**config.mk**
```make
export PLATFORM = sky130hd
export DESIGN_NAME = card_status_irq
export DESIGN_NICKNAME = d
export VERILOG_FILES = /design/src/card_irq_pkg.sv /design/src/card_status_irq.sv
export SDC_FILE = /design/constraint.sdc
export NUM_CORES = 1
export LEC_CHECK = 0
export BUFFER_PORTS_ARGS = -buffer_cell sky130_fd_sc_hd__clkbuf_2
export CORE_MARGIN = 5
export CORE_UTILIZATION = 42
export CTS_BUF_LIST = sky130_fd_sc_hd__clkbuf_8
export DETAILED_ROUTE_END_ITERATION = 7
export PLACE_DENSITY = 0.88
export SKIP_CTS_REPAIR_TIMING = 1
export SKIP_LAST_GASP = 1
export SLEW_MARGIN = 20
export SYNTH_ARGS = -nofsm -noshare
export SYNTH_HDL_FRONTEND = slang
export SYNTH_HIERARCHICAL = 1
export SYNTH_SLANG_ARGS = --single-unit
```
**constraint.sdc**
```tcl
create_clock -name mclk -period 1.3 [get_ports mclk]
set_input_delay 0.13 -clock mclk [delete_from_list [all_inputs] [get_ports mclk]]
set_output_delay 0.13 -clock mclk [all_outputs]
set_load 0.01 [all_outputs]
```
**src/card_irq_pkg.sv**
```systemverilog
// Package: register map, status bit layout and reset values for the card status/interrupt block
// Operation
// The response time-out error flag sets when the response latency limit is exceeded and clears on a command register write.
// The data CRC error flag sets on a CRC16 mismatch in the last data block and clears on a status register read.
// The data time-out error flag sets when the data time-out from cycles and multiplier expires and clears on a status read.
// The overrun flag sets when a received byte is lost unread and clears when a new data transfer command is issued.
// The underrun flag sets when a byte is sent without valid data and clears when a new data transfer command is issued.
// The receive-buffer-full flag reads 1 only while both the current and next receive DMA counters are zero.
// The transmit-buffer-empty flag reads 1 only while both the current and next transmit DMA counters are zero.
// Writing 1 to an interrupt enable bit enables that source, and writing 0 leaves it unchanged.
// Writing 1 to an interrupt disable bit disables that source, and writing 0 leaves it unchanged.
// Reading the mask register returns 1 for every enabled source and 0 for every disabled one.
// Enable, disable and mask registers share the status bit layout of bits 0-7, 14-15, 16-22 and 30-31.
// The command-sent flag sets when the last command has gone out and clears on a command register write.
// The interrupt line is high while any status flag is set with its mask bit set, and all mask bits reset to 0.
package card_irq_pkg;

    // Register byte addresses
    localparam logic [31:0] ADDR_STATUS      = 32'hFFFA_8040;
    localparam logic [31:0] ADDR_ENABLE_SET  = 32'hFFFA_8044;
    localparam logic [31:0] ADDR_ENABLE_CLR  = 32'hFFFA_8048;
    localparam logic [31:0] ADDR_MASK        = 32'hFFFA_804C;

    // Status bit positions
    localparam int BIT_COMMAND_SENT     = 0;
    localparam int BIT_RX_WORD_READY    = 1;
    localparam int BIT_TX_WORD_TAKEN    = 2;
    localparam int BIT_BLOCK_DONE       = 3;
    localparam int BIT_XFER_ACTIVE      = 4;
    localparam int BIT_CARD_FREE        = 5;
    localparam int BIT_RX_COUNT_ZERO    = 6;
    localparam int BIT_TX_COUNT_ZERO    = 7;
    localparam int BIT_RX_DMA_FULL      = 14;
    localparam int BIT_TX_DMA_EMPTY     = 15;
    localparam int BIT_RESP_INDEX_ERR   = 16;
    localparam int BIT_RESP_DIR_ERR     = 17;
    localparam int BIT_RESP_CRC_ERR     = 18;
    localparam int BIT_RESP_ENDBIT_ERR  = 19;
    localparam int BIT_RESP_TIMEOUT_ERR = 20;
    localparam int BIT_DATA_CRC_ERR     = 21;
    localparam int BIT_DATA_TIMEOUT_ERR = 22;
    localparam int BIT_RX_OVERRUN       = 30;
    localparam int BIT_TX_UNDERRUN      = 31;

    // Implemented bits of the shared layout
    localparam logic [31:0] LAYOUT_MASK = 32'hC07F_C0FF;

    // Reset values
    localparam logic [31:0] MASK_RESET  = 32'h0000_0000;
    localparam logic [31:0] FLAGS_RESET = 32'h0000_0000;

endpackage

```
**src/card_status_irq.sv**
```systemverilog
// Status flags, interrupt enable/disable/mask registers and interrupt line of the card host
//
// Added by the designer: the strobed register port.
`timescale 1ns/1ns

// One sticky flag; a set pulse beats a clear in the same cycle
module sticky_flag
    import card_irq_pkg::*;
#(
    parameter logic RESET_VALUE = 1'b0
)
(
    // Clock, reset, enable
    input  wire logic mclk,
    input  wire logic rst_b,
    input  wire logic clk_en,
    // Set and clear events
    input  wire logic set_pulse,
    input  wire logic clear_pulse,
    // Flag state
    output logic      flag
);

    logic next_flag;

    // Clear first, then set, so an event landing on a clear is not lost
    always_comb
    begin
        next_flag = flag;
        if (clear_pulse)
            next_flag = 1'b0;
        if (set_pulse)
            next_flag = 1'b1;
    end

    // Flag register, frozen while clk_en is low
    always_ff @(posedge mclk or negedge rst_b)
    begin
        if (!rst_b)
            flag <= RESET_VALUE;
        else if (clk_en)
            flag <= next_flag;
    end

endmodule

module card_status_irq
    import card_irq_pkg::*;
#(
    parameter int COUNT_W = 16
)
(
    // Clock, reset, enable
    input  wire logic               mclk,
    input  wire logic               rst_b,
    input  wire logic               clk_en,
    // Register port
    input  wire logic [31:0]        reg_addr,
    input  wire logic [31:0]        reg_wdata,
    input  wire logic               reg_write,
    input  wire logic               reg_read,
    output logic      [31:0]        reg_rdata,
    // Command strobes from the command path
    input  wire logic               command_write,
    input  wire logic               data_xfer_command,
    // Flag-set pulses from command and data logic
    input  wire logic               command_done,
    input  wire logic               resp_latency_expired,
    input  wire logic               data_crc_mismatch,
    input  wire logic               data_timeout_expired,
    input  wire logic               rx_byte_lost,
    input  wire logic               tx_byte_starved,
    input  wire logic               resp_index_mismatch,
    input  wire logic               resp_dir_missing,
    input  wire logic               resp_crc_mismatch,
    input  wire logic               resp_endbit_missing,
    // Live levels from data path and DMA counters
    input  wire logic               rx_word_ready,
    input  wire logic               tx_word_taken,
    input  wire logic               block_done,
    input  wire logic               xfer_active,
    input  wire logic               card_free,
    input  wire logic               rx_count_zero,
    input  wire logic               tx_count_zero,
    input  wire logic [COUNT_W-1:0] rx_counter,
    input  wire logic [COUNT_W-1:0] rx_next_counter,
    input  wire logic [COUNT_W-1:0] tx_counter,
    input  wire logic [COUNT_W-1:0] tx_next_counter,
    // Interrupt
    output logic                    irq
);

    // Mask and read data registers
    logic [31:0] mask;
    logic [31:0] next_mask;
    logic [31:0] next_rdata;
    // Assembled status word
    logic [31:0] status;
    // Sticky flags, one flop each
    logic        command_sent;
    logic        resp_index_err;
    logic        resp_dir_err;
    logic        resp_crc_err;
    logic        resp_endbit_err;
    logic        resp_timeout_err;
    logic        data_crc_err;
    logic        data_timeout_err;
    logic        rx_overrun;
    logic        tx_underrun;
    // Decoded register strobes
    logic        status_read;
    logic        enable_set_write;
    logic        enable_clear_write;
    logic        cmd_wr;

    // Address decode; addresses compared whole, no byte lanes
    assign status_read        = reg_read && (reg_addr == ADDR_STATUS);
    assign enable_set_write   = reg_write && (reg_addr == ADDR_ENABLE_SET);
    assign enable_clear_write = reg_write && (reg_addr == ADDR_ENABLE_CLR);
    assign cmd_wr             = command_write;

    // Status word: sticky flags plus live levels
    always_comb
    begin
        // Sticky part
        status = 32'h0000_0000;
        status[BIT_COMMAND_SENT]     = command_sent;
        status[BIT_RESP_INDEX_ERR]   = resp_index_err;
        status[BIT_RESP_DIR_ERR]     = resp_dir_err;
        status[BIT_RESP_CRC_ERR]     = resp_crc_err;
        status[BIT_RESP_ENDBIT_ERR]  = resp_endbit_err;
        status[BIT_RESP_TIMEOUT_ERR] = resp_timeout_err;
        status[BIT_DATA_CRC_ERR]     = data_crc_err;
        status[BIT_DATA_TIMEOUT_ERR] = data_timeout_err;
        status[BIT_RX_OVERRUN]       = rx_overrun;
        status[BIT_TX_UNDERRUN]      = tx_underrun;
        // Live part; counter flags follow the counters as they stand
        status[BIT_RX_WORD_READY] = rx_word_ready;
        status[BIT_TX_WORD_TAKEN] = tx_word_taken;
        status[BIT_BLOCK_DONE]    = block_done;
        status[BIT_XFER_ACTIVE]   = xfer_active;
        status[BIT_CARD_FREE]     = card_free;
        status[BIT_RX_COUNT_ZERO] = rx_count_zero;
        status[BIT_TX_COUNT_ZERO] = tx_count_zero;
        status[BIT_RX_DMA_FULL]   = (rx_counter == '0) && (rx_next_counter == '0);
        status[BIT_TX_DMA_EMPTY]  = (tx_counter == '0) && (tx_next_counter == '0);
        status = status & LAYOUT_MASK;
    end

    // Command group: all cleared by a command register write
    // Command sent
    sticky_flag
    #(
        .RESET_VALUE (FLAGS_RESET[BIT_COMMAND_SENT])
    )
    command_sent_flag
    (
        .mclk        (mclk),
        .rst_b       (rst_b),
        .clk_en      (clk_en),
        .set_pulse   (command_done),
        .clear_pulse (cmd_wr),
        .flag        (command_sent)
    );

    // Response index error
    sticky_flag
    #(
        .RESET_VALUE (FLAGS_RESET[BIT_RESP_INDEX_ERR])
    )
    resp_index_flag
    (
        .mclk        (mclk),
        .rst_b       (rst_b),
        .clk_en      (clk_en),
        .set_pulse   (resp_index_mismatch),
        .clear_pulse (cmd_wr),
        .flag        (resp_index_err)
    );

    // Response direction error
    sticky_flag
    #(
        .RESET_VALUE (FLAGS_RESET[BIT_RESP_DIR_ERR])
    )
    resp_dir_flag
    (
        .mclk        (mclk),
        .rst_b       (rst_b),
        .clk_en      (clk_en),
        .set_pulse   (resp_dir_missing),
        .clear_pulse (cmd_wr),
        .flag        (resp_dir_err)
    );

    // Response CRC error
    sticky_flag
    #(
        .RESET_VALUE (FLAGS_RESET[BIT_RESP_CRC_ERR])
    )
    resp_crc_flag
    (
        .mclk        (mclk),
        .rst_b       (rst_b),
        .clk_en      (clk_en),
        .set_pulse   (resp_crc_mismatch),
        .clear_pulse (cmd_wr),
        .flag        (resp_crc_err)
    );

    // Response end bit error
    sticky_flag
    #(
        .RESET_VALUE (FLAGS_RESET[BIT_RESP_ENDBIT_ERR])
    )
    resp_endbit_flag
    (
        .mclk        (mclk),
        .rst_b       (rst_b),
        .clk_en      (clk_en),
        .set_pulse   (resp_endbit_missing),
        .clear_pulse (cmd_wr),
        .flag        (resp_endbit_err)
    );

    // Response time-out error
    sticky_flag
    #(
        .RESET_VALUE (FLAGS_RESET[BIT_RESP_TIMEOUT_ERR])
    )
    resp_timeout_flag
    (
        .mclk        (mclk),
        .rst_b       (rst_b),
        .clk_en      (clk_en),
        .set_pulse   (resp_latency_expired),
        .clear_pulse (cmd_wr),
        .flag        (resp_timeout_err)
    );

    // Data group: cleared by a status read, which still returns the old value
    // Data CRC error
    sticky_flag
    #(
        .RESET_VALUE (FLAGS_RESET[BIT_DATA_CRC_ERR])
    )
    data_crc_flag
    (
        .mclk        (mclk),
        .rst_b       (rst_b),
        .clk_en      (clk_en),
        .set_pulse   (data_crc_mismatch),
        .clear_pulse (status_read),
        .flag        (data_crc_err)
    );

    // Data time-out error
    sticky_flag
    #(
        .RESET_VALUE (FLAGS_RESET[BIT_DATA_TIMEOUT_ERR])
    )
    data_timeout_flag
    (
        .mclk        (mclk),
        .rst_b       (rst_b),
        .clk_en      (clk_en),
        .set_pulse   (data_timeout_expired),
        .clear_pulse (status_read),
        .flag        (data_timeout_err)
    );

    // Byte loss group: cleared by a new data transfer command
    // Receive overrun
    sticky_flag
    #(
        .RESET_VALUE (FLAGS_RESET[BIT_RX_OVERRUN])
    )
    rx_overrun_flag
    (
        .mclk        (mclk),
        .rst_b       (rst_b),
        .clk_en      (clk_en),
        .set_pulse   (rx_byte_lost),
        .clear_pulse (data_xfer_command),
        .flag        (rx_overrun)
    );

    // Transmit underrun
    sticky_flag
    #(
        .RESET_VALUE (FLAGS_RESET[BIT_TX_UNDERRUN])
    )
    tx_underrun_flag
    (
        .mclk        (mclk),
        .rst_b       (rst_b),
        .clk_en      (clk_en),
        .set_pulse   (tx_byte_starved),
        .clear_pulse (data_xfer_command),
        .flag        (tx_underrun)
    );

    // Mask: set then clear; a bit written in both stays disabled
    always_comb
    begin
        next_mask = mask;
        if (enable_set_write)
            next_mask = next_mask | (reg_wdata & LAYOUT_MASK);
        if (enable_clear_write)
            next_mask = next_mask & ~reg_wdata;
    end

    // Read mux; write-only and unmapped addresses read zero
    always_comb
    begin
        next_rdata = reg_rdata;
        if (reg_read)
        begin
            case (reg_addr)
                ADDR_STATUS: next_rdata = status;
                ADDR_MASK:   next_rdata = mask;
                default:     next_rdata = 32'h0000_0000;
            endcase
        end
    end

    // Mask register, frozen while clk_en is low
    always_ff @(posedge mclk or negedge rst_b)
    begin
        if (!rst_b)
            mask <= MASK_RESET;
        else if (clk_en)
            mask <= next_mask;
    end

    // Read data register; keeps its word until the next read
    always_ff @(posedge mclk or negedge rst_b)
    begin
        if (!rst_b)
            reg_rdata <= 32'h0000_0000;
        else if (clk_en)
            reg_rdata <= next_rdata;
    end

    // Level interrupt from unmasked status, live bits included
    // Live bits raise it with no event, so keep them masked unless wanted
    assign irq = |(status & mask);

endmodule

```
==> results.json, run 1 <==
{
  "diodes": 0,
  "first_pass_iters": 4,
  "hold_path_end": "mask[10]$_DFFE_PN0P_",
  "syn_area_per_cell_um2": 11.5,
  "worstSetupPathType": "reg -> out",
  "hold_depth": 2,
  "clk_path_buf_depth": 2,
  "place_ws_ns": -0.728,
  "relSlewSlack_pct": 72.1,
  "min_period_over_period_pct": 147,
  "layout.nets": 692,
  "yosys_register_bits": 74,
  "violations": "negative setup slack",
  "path_clk_slew_ns": 0.08,
  "die-area_um2": 9890,
  "post-route-drc-count": 0,
  "finalSetupTns_ns": -6.19,
  "cts_tree": "yes",
  "setup_slack_ns": -0.615,
  "tightest_slew_ns": 0.414,
  "hold_viol": 0,
  "async_flop_share_pct": 100,
  "finalPower_w": 0.00477,
  "cp_data_arrival_time_ns": 1.79,
  "clock_sinks": 74,
  "p_per_area_nw_per_um2": 871,
  "grt_setup_unrepaired": "true",
  "std_cell_rows": 32,
  "min_from": "reg_wdata[10]",
  "antenna_found_initial": 0,
  "max_cap_violations": 0,
  "r2r_start": "data_crc_flag/flag$_DFFE_PN0P_",
  "port_buffers": 184,
  "globalplace.congestion": 0.923,
  "htree_num_levels": 3,
  "wl_per_cell_um": 19.9,
  "grt_overflow": 0,
  "drt_first_iter_violations": 138,
  "p_leak_nw": 2.89,
  "start_util_pct": 43.3,
  "grt_pass1_vias": 3738,
  "run_status": "complete, but fails checks",
  "routed_via_density": 5.56,
  "gr-usage-all-layers_pct": 24.2,
  "synth_cell_types": 29,
  "slew_violations": 0,
  "synth_flop_cell": "dfrtp_1",
  "cts-root-buf": "clkbuf_8",
  "finalSetupViolCount": 35,
  "finalClockSkew_ns": 0.00729,
  "period_minus_slack_ns": 1.92,
  "cp-start-kind": "flop",
  "cp-end-kind": "primary output",
  "synth_nets": 444,
  "dp_hpwl_um": 9140,
  "r2r-end": "reg_rdata[21]$_DFFE_PN0P_",
  "ios": 185,
  "ys_seq_area_share_pct": 55.1,
  "grt_max_degree": 75,
  "hold_path.class": "in -> reg",
  "routed_wl_um": 12900,
  "r2r_slack_ns": 0.31,
  "worst_ir_drop_vdd_uv": 532,
  "yosysWarnings": 6,
  "syn_inst": 292,
  "r2r_cells": 2,
  "vias": 3595,
  "final_util_pct": 70.6,
  "synth_edf_count": 0,
  "grt_pass1_wl_um": 19000,
  "design.core.area_um2": 7770,
  "fin_hold_ws_ns": 0.00176,
  "layout-drive-gt1-share_pct": 53.8,
  "cp_data_required_time_ns": 1.17,
  "die_x_um": 99.5,
  "area_growth_pct": 63.0,
  "ant_nets": 0,
  "numCtsBuffers": 9,
  "die_h_um": 99.5,
  "netlist_area_um2": 3360,
  "clk_latency_ns": 0.34,
  "path_max_fanout": 2,
  "timing.fmax_mhz": 522
}
-- placed cells by master, fill, tap and decap left out, types with 15 or more instances in the layout --
master    count
nor4_1       16
a22o_1       24
buf_6        17
nand2_1      17
mux2_2       15
dfrtp_1      74
a221o_1      17
nand4_1      28
inv_1        15
and2_1       17
clkbuf_2    173
buf_4        41
-- how the worst max path moves through the flow --
stage                                       startpoint   end  cells past startpoint
floorplan                                 reg_addr[30]  flop                      6
global placement                          reg_addr[27]  flop                      5
detailed placement                        reg_addr[27]  flop                      5
CTS                                               flop   irq                      4
global route        resp_timeout_flag/flag$_DFFE_PN0P_   irq                      5
finish                                            flop   irq                      4
-- synthesized netlist by cell type (3+ instances only) --
cell type	count	share of area, %
a221o_1	17	5.1
a22o_1	24	6.3
a22oi_1	5	1.1
a31oi_1	13	2.4
and2_1	17	3.2
and3_1	3	0.56
clkbuf_1	16	1.8
dfrtp_1	74	55
inv_1	14	1.6
mux2_2	19	6.4
nand2_1	17	1.9
nand4_1	28	5.2
nor2_1	3	0.33
nor3_1	4	0.60
nor4_1	19	3.5
-- critical path, stage by stage, from the launching register on --
cell      delay, ns
dfrtp_1        0.39
a222oi_1       0.39
nand4_1        0.17
a2111o_1       0.35
buf_6          0.14
-- report_power, final --
part           switching (W)  leakage [nW]  internal, W  total, W
registers          0.0000187         0.935      0.00233   0.00235
clock network       0.000877         0.103     0.000982   0.00186
logic               0.000261          1.86     0.000308  0.000569
total                0.00116          2.89      0.00362   0.00477
-- final cells by class --
type,count,area [um^2]
Timing Repair Buffer,252,1660
Multi-Input combinational cell,189,1580
Clock inverter,5,53.8
Clock buffer,11,151
Fill cell,578,2290
Tap cell,102,128
Inverter,14,52.6
Sequential cell,74,1850
-- metal layers --
metal  GRT usage, %  wire length [um]  up-vias
li1               -                 -     1645
met1           32.6              5230     1797
met2           40.5              6770      130
met3           4.35               686       23
met4           6.41               218        0
met5              0                 0        -
-- through the flow --
| step | instances | area (um^2) |
|---|---|---|
| after detailed placement | 611 | 4790 |
| after CTS | 627 | 5000 |
| after floorplan | 292 | 3380 |
| after global routing | 647 | 5480 |
| final | 647 | 5480 |
| after global placement | 611 | 4790 |
-- kinds of logic after synthesis --
kind of cell	share of synthesized area (%)
compound gates	16.6
xor+xnor	0.261
buf+inv	4.02
flops	55.1
mux	6.36
simple gates	17.6
Power figures use the tool's default switching activity.
==> run 2, diff against run 1 <==
--- a/config.mk
+++ b/config.mk
@@ -10,6 +10,7 @@
 export CORE_UTILIZATION = 42
 export CTS_BUF_LIST = sky130_fd_sc_hd__clkbuf_8
 export DETAILED_ROUTE_END_ITERATION = 7
+export HOLD_SLACK_MARGIN = 0.03
 export PLACE_DENSITY = 0.88
 export SKIP_CTS_REPAIR_TIMING = 1
 export SKIP_LAST_GASP = 1
==> results.json, run 2 (synthesized netlist as in run 1, its figures left out) <==
{
  "post-route-drc-count": 0,
  "htree_num_levels": 3,
  "grt_overflow": 0,
  "first_pass_iters": 4,
  "place_ws_ns": -0.728,
  "multi_input_area_um2": 1580,
  "finalClockSkew_ns": 0.00844,
  "start_util_pct": 43.3,
  "area_growth_pct": 66.9,
  "r2r-end": "reg_rdata[7]$_DFFE_PN0P_",
  "gr-usage-all-layers_pct": 24.2,
  "cts_tree": "yes",
  "dp_hpwl_um": 9140,
  "vias": 3662,
  "ff_latch_area_um2": 1850,
  "port_buffers": 184,
  "slew_violations": 0,
  "die_x_um": 99.5,
  "diodes": 0,
  "crit_buf_inv": 1,
  "worst_ir_drop_vdd_uv": 532,
  "min_period_over_period_pct": 147,
  "period_minus_slack_ns": 1.91,
  "path_max_fanout": 2,
  "clock_sinks": 74,
  "hold_viol": 0,
  "r2r_cells": 2,
  "grt_max_degree": 75,
  "cp-end-kind": "primary output",
  "timing.fmax_mhz": 523,
  "grt_setup_unrepaired": "true",
  "finalPower_w": 0.00480,
  "cp_slowest_cell": "dfrtp_1",
  "critical_path.top_delay_family": "compound AO/OA/AOI/OAI gates",
  "die_h_um": 99.5,
  "grt_pass1_vias": 3738,
  "cp_data_required_time_ns": 1.17,
  "max_cap_violations": 0,
  "path_clk_slew_ns": 0.08,
  "routed_wl_um": 13200,
  "run_status": "complete, but fails checks",
  "setup_slack_ns": -0.611,
  "ant_nets": 0,
  "finalSetupViolCount": 35,
  "routed_via_density": 5.55,
  "fillCellCount": 560,
  "layout-drive-gt1-share_pct": 52.5,
  "std_cell_rows": 32,
  "die-area_um2": 9890,
  "p_per_area_nw_per_um2": 854,
  "r2r_slack_ns": 0.31,
  "cp-start-kind": "flop",
  "globalplace.congestion": 0.923,
  "hold_path.class": "in -> reg",
  "cp.depth": 5,
  "mostFrequentLayoutCells": "clkbuf_2, dfrtp_1, buf_4",
  "critical_path.max_stage_delay_ns": 0.39,
  "min_from": "rx_word_ready",
  "violations": "negative setup slack",
  "tightest_slew_ns": 0.391,
  "final_common_cell": "clkbuf_2",
  "cp_data_arrival_time_ns": 1.78,
  "cts-root-buf": "clkbuf_8",
  "p_leak_nw": 2.95,
  "antenna_found_initial": 0,
  "fin_hold_ws_ns": 0.0499,
  "wl_per_cell_um": 19.9,
  "layout.nets": 705,
  "clk_latency_ns": 0.34,
  "design.core.area_um2": 7770,
  "drt_first_iter_violations": 152,
  "hold_path_end": "reg_rdata[1]$_DFFE_PN0P_",
  "worstSetupPathType": "reg -> out",
  "grt_pass1_wl_um": 19000,
  "ios": 185,
  "relSlewSlack_pct": 73.7,
  "hold_depth": 2,
  "path_cells": "a22o_1 -> a221oi_2 -> nand4_1 -> a2111o_1 -> buf_6",
  "clk_path_buf_depth": 2,
  "numCtsBuffers": 9
}
run 2: worst max path at each step:
| stage | from | end | slack [ns] |
|---|---|---|---|
| 2_1_floorplan | reg_addr[30] | flop | -0.64 |
| 3_3_place_gp | reg_addr[27] | flop | -0.69 |
| 3_5_place_dp | reg_addr[27] | flop | -0.73 |
| 4_1_cts | flop | irq | -0.75 |
| 5_1_grt | resp_timeout_flag/flag$_DFFE_PN0P_ | irq | -0.70 |
| 6_report | resp_timeout_flag/flag$_DFFE_PN0P_ | irq | -0.61 |
run 2: final cells by class:
class                      instances  share of cell area, %
multi-input combinational        189                   28.2
clock inverter                     5                  0.959
sequential                        74                   33.0
clock buffer                      11                   2.70
tap                              102                   2.27
timing repair buffer             265                   31.9
inverter                          14                  0.936
run 2: through the flow:
stage | instance area [um^2] | util (%) | instances | setup TNS, ns
final | 5610 | 72.2 | 660 | -6.56
after global routing | 5610 | 72.2 | 660 | -7.85
after CTS | 5000 | 64.3 | 627 | -10.49
after detailed placement | 4790 | 61.7 | 611 | -34.19
after global placement | 4790 | 61.7 | 611 | -31.43
after floorplan | 3380 | - | 292 | -15.29
run 2: power by group:
part	internal [W]	leakage [nW]	switching, W	total, W
clock network	0.000982	0.103	0.000862	0.00184
registers	0.00233	0.935	0.0000191	0.00235
logic	0.000333	1.91	0.000270	0.000603
total	0.00364	2.95	0.00115	0.00480
run 2: worst register-to-register path: cells and delay by family, from the launching register on:
family | cells | cell delay (ns)
buffers and inverters | 1 | 0.14
AO/OA/AOI/OAI | 1 | 0.33
flip-flops | 1 | 0.40
run 2: layer usage:
metal | global-route usage, % | wire (um) | vias to the layer above
met5 | 0 | 0 | -
li1 | - | - | 1673
met1 | 32.6 | 5100 | 1803
met4 | 6.41 | 254 | 0
met2 | 40.5 | 6970 | 159
met3 | 4.35 | 837 | 27
==> run 3, diff against run 2 <==
--- a/config.mk
+++ b/config.mk
@@ -11,10 +11,10 @@
 export CTS_BUF_LIST = sky130_fd_sc_hd__clkbuf_8
 export DETAILED_ROUTE_END_ITERATION = 7
 export HOLD_SLACK_MARGIN = 0.03
-export PLACE_DENSITY = 0.88
+export PLACE_DENSITY = 0.75
 export SKIP_CTS_REPAIR_TIMING = 1
 export SKIP_LAST_GASP = 1
-export SLEW_MARGIN = 20
+export SLEW_MARGIN = 15
 export SYNTH_ARGS = -nofsm -noshare
 export SYNTH_HDL_FRONTEND = slang
 export SYNTH_HIERARCHICAL = 1
==> results.json, run 3 (synthesized netlist as in run 1, its figures left out) <==
{
  "run_status": "complete, but fails checks",
  "violations": "negative setup slack",
  "slew_violations": 0,
  "routed_wl_um": 12500,
  "drt_first_iter_violations": 124,
  "cp-start-kind": "flop",
  "gr-usage-all-layers_pct": 22.4,
  "routed_via_density": 5.42,
  "path_cells": "a22o_1 -> a221oi_2 -> nand4_1 -> a2111o_1 -> buf_2",
  "post-route-drc-count": 0,
  "layout-drive-gt1-share_pct": 53.2,
  "first_pass_iters": 4,
  "final_cell_area_um2": 5570,
  "ios": 185,
  "grt_pass1_vias": 3477,
  "setup_slack_ns": -0.646,
  "place_area_um2": 4800,
  "worst_ir_drop_vdd_uv": 769,
  "antenna_found_initial": 0,
  "finalSetupViolCount": 37,
  "htree_num_levels": 3,
  "dp_hpwl_um": 8760,
  "path_clk_slew_ns": 0.08,
  "port_buffers": 184,
  "clock_sinks": 74,
  "area_growth_pct": 65.7,
  "diodes": 0,
  "clk_path_buf_depth": 2,
  "period_minus_slack_ns": 1.95,
  "start_util_pct": 43.3,
  "max_cap_violations": 0,
  "cp_data_required_time_ns": 1.17,
  "globalplace.congestion": 0.963,
  "wl_per_cell_um": 19.1,
  "worstSetupPathType": "reg -> out",
  "final_common_cell": "clkbuf_2",
  "die-area_um2": 9890,
  "relSlewSlack_pct": 76.8,
  "die_x_um": 99.5,
  "grt_max_degree": 45,
  "p_per_area_nw_per_um2": 809,
  "min_period_over_period_pct": 150,
  "finalClockSkew_ns": 0.00733,
  "mostFrequentLayoutCells": "clkbuf_2, dfrtp_1, buf_4",
  "grt_pass1_wl_um": 17400,
  "grt_setup_unrepaired": "true",
  "cp-end-kind": "primary output",
  "critical_path.max_stage_delay_ns": 0.39,
  "cp_slowest_cell": "dfrtp_1",
  "clk_latency_ns": 0.35,
  "cts-root-buf": "clkbuf_8",
  "layout.nets": 703,
  "grt_overflow": 0,
  "timing.fmax_mhz": 514,
  "hold_viol": 0,
  "std_cell_rows": 32,
  "die_h_um": 99.5,
  "place_ws_ns": -0.714,
  "numCtsBuffers": 9,
  "path_max_fanout": 2,
  "p_leak_nw": 2.90,
  "hold_path.class": "in -> reg",
  "vias": 3567,
  "design.core.area_um2": 7770,
  "ant_nets": 0,
  "tightest_slew_ns": 0.348,
  "cp_data_arrival_time_ns": 1.82,
  "cts_tree": "yes"
}
==> run 3: final timing paths <==
kind,end,start,depth (start not counted),slack [ns]
max in group asynchronous,mask[24]$_DFFE_PN0P_,rst_b,3,0.70
min in group asynchronous,reg_rdata[28]$_DFFE_PN0P_,rst_b,2,0.18
worst min register to register,mask[25]$_DFFE_PN0P_,mask[25]$_DFFE_PN0P_,2,0.49
worst min-delay path,reg_rdata[4]$_DFFE_PN0P_,xfer_active,2,0.03
worst max register to register,reg_rdata[20]$_DFFE_PN0P_,resp_timeout_flag/flag$_DFFE_PN0P_,3,0.22
worst max-delay path,irq,resp_timeout_flag/flag$_DFFE_PN0P_,5,-0.65
==> run 3: stage by stage <==
stage	hold WS, ns	TNS (ns)	std cells	total power, W	utilization (%)
6_report	0.0313	-6.03	658	0.00451	71.7
5_1_grt	0.0338	-7.06	658	0.00470	71.7
4_1_cts	-0.437	-9.11	626	0.00443	64.0
3_5_place_dp	-0.0563	-32.47	610	0.00288	61.8
3_3_place_gp	-0.0582	-32.54	610	0.00287	61.8
2_1_floorplan	-0.166	-15.29	292	0.00247	-
==> run 3: cell type report <==
type                            instances  area (um^2)
Clock buffer                            9          124
Clock inverter                          7         46.3
Fill cell                             583         2200
Inverter                               14         52.6
Multi-Input combinational cell        189         1640
Sequential cell                        74         1850
Tap cell                              102          128
Timing Repair Buffer                  263         1730
==> run 3: worst max-delay path, delay by kind of cell, from the launching register on <==
kind | cells | cell delay, ns
AO/OA/AOI/OAI | 3 | 0.81
flip-flops | 1 | 0.39
buffers and inverters | 1 | 0.15
AND/OR/NAND/NOR | 1 | 0.11
==> run 3: power by group <==
| group | internal [W] | switching, W |
|---|---|---|
| combinational | 0.000333 | 0.000273 |
| clock | 0.000687 | 0.000864 |
| sequential | 0.00233 | 0.0000199 |
==> run 3: routing by layer <==
metal	global-route usage [%]	share of wire, %
met1	29.8	42
met2	36.8	51
met3	6.03	5.5
met4	5.36	1.1
met5	0	0
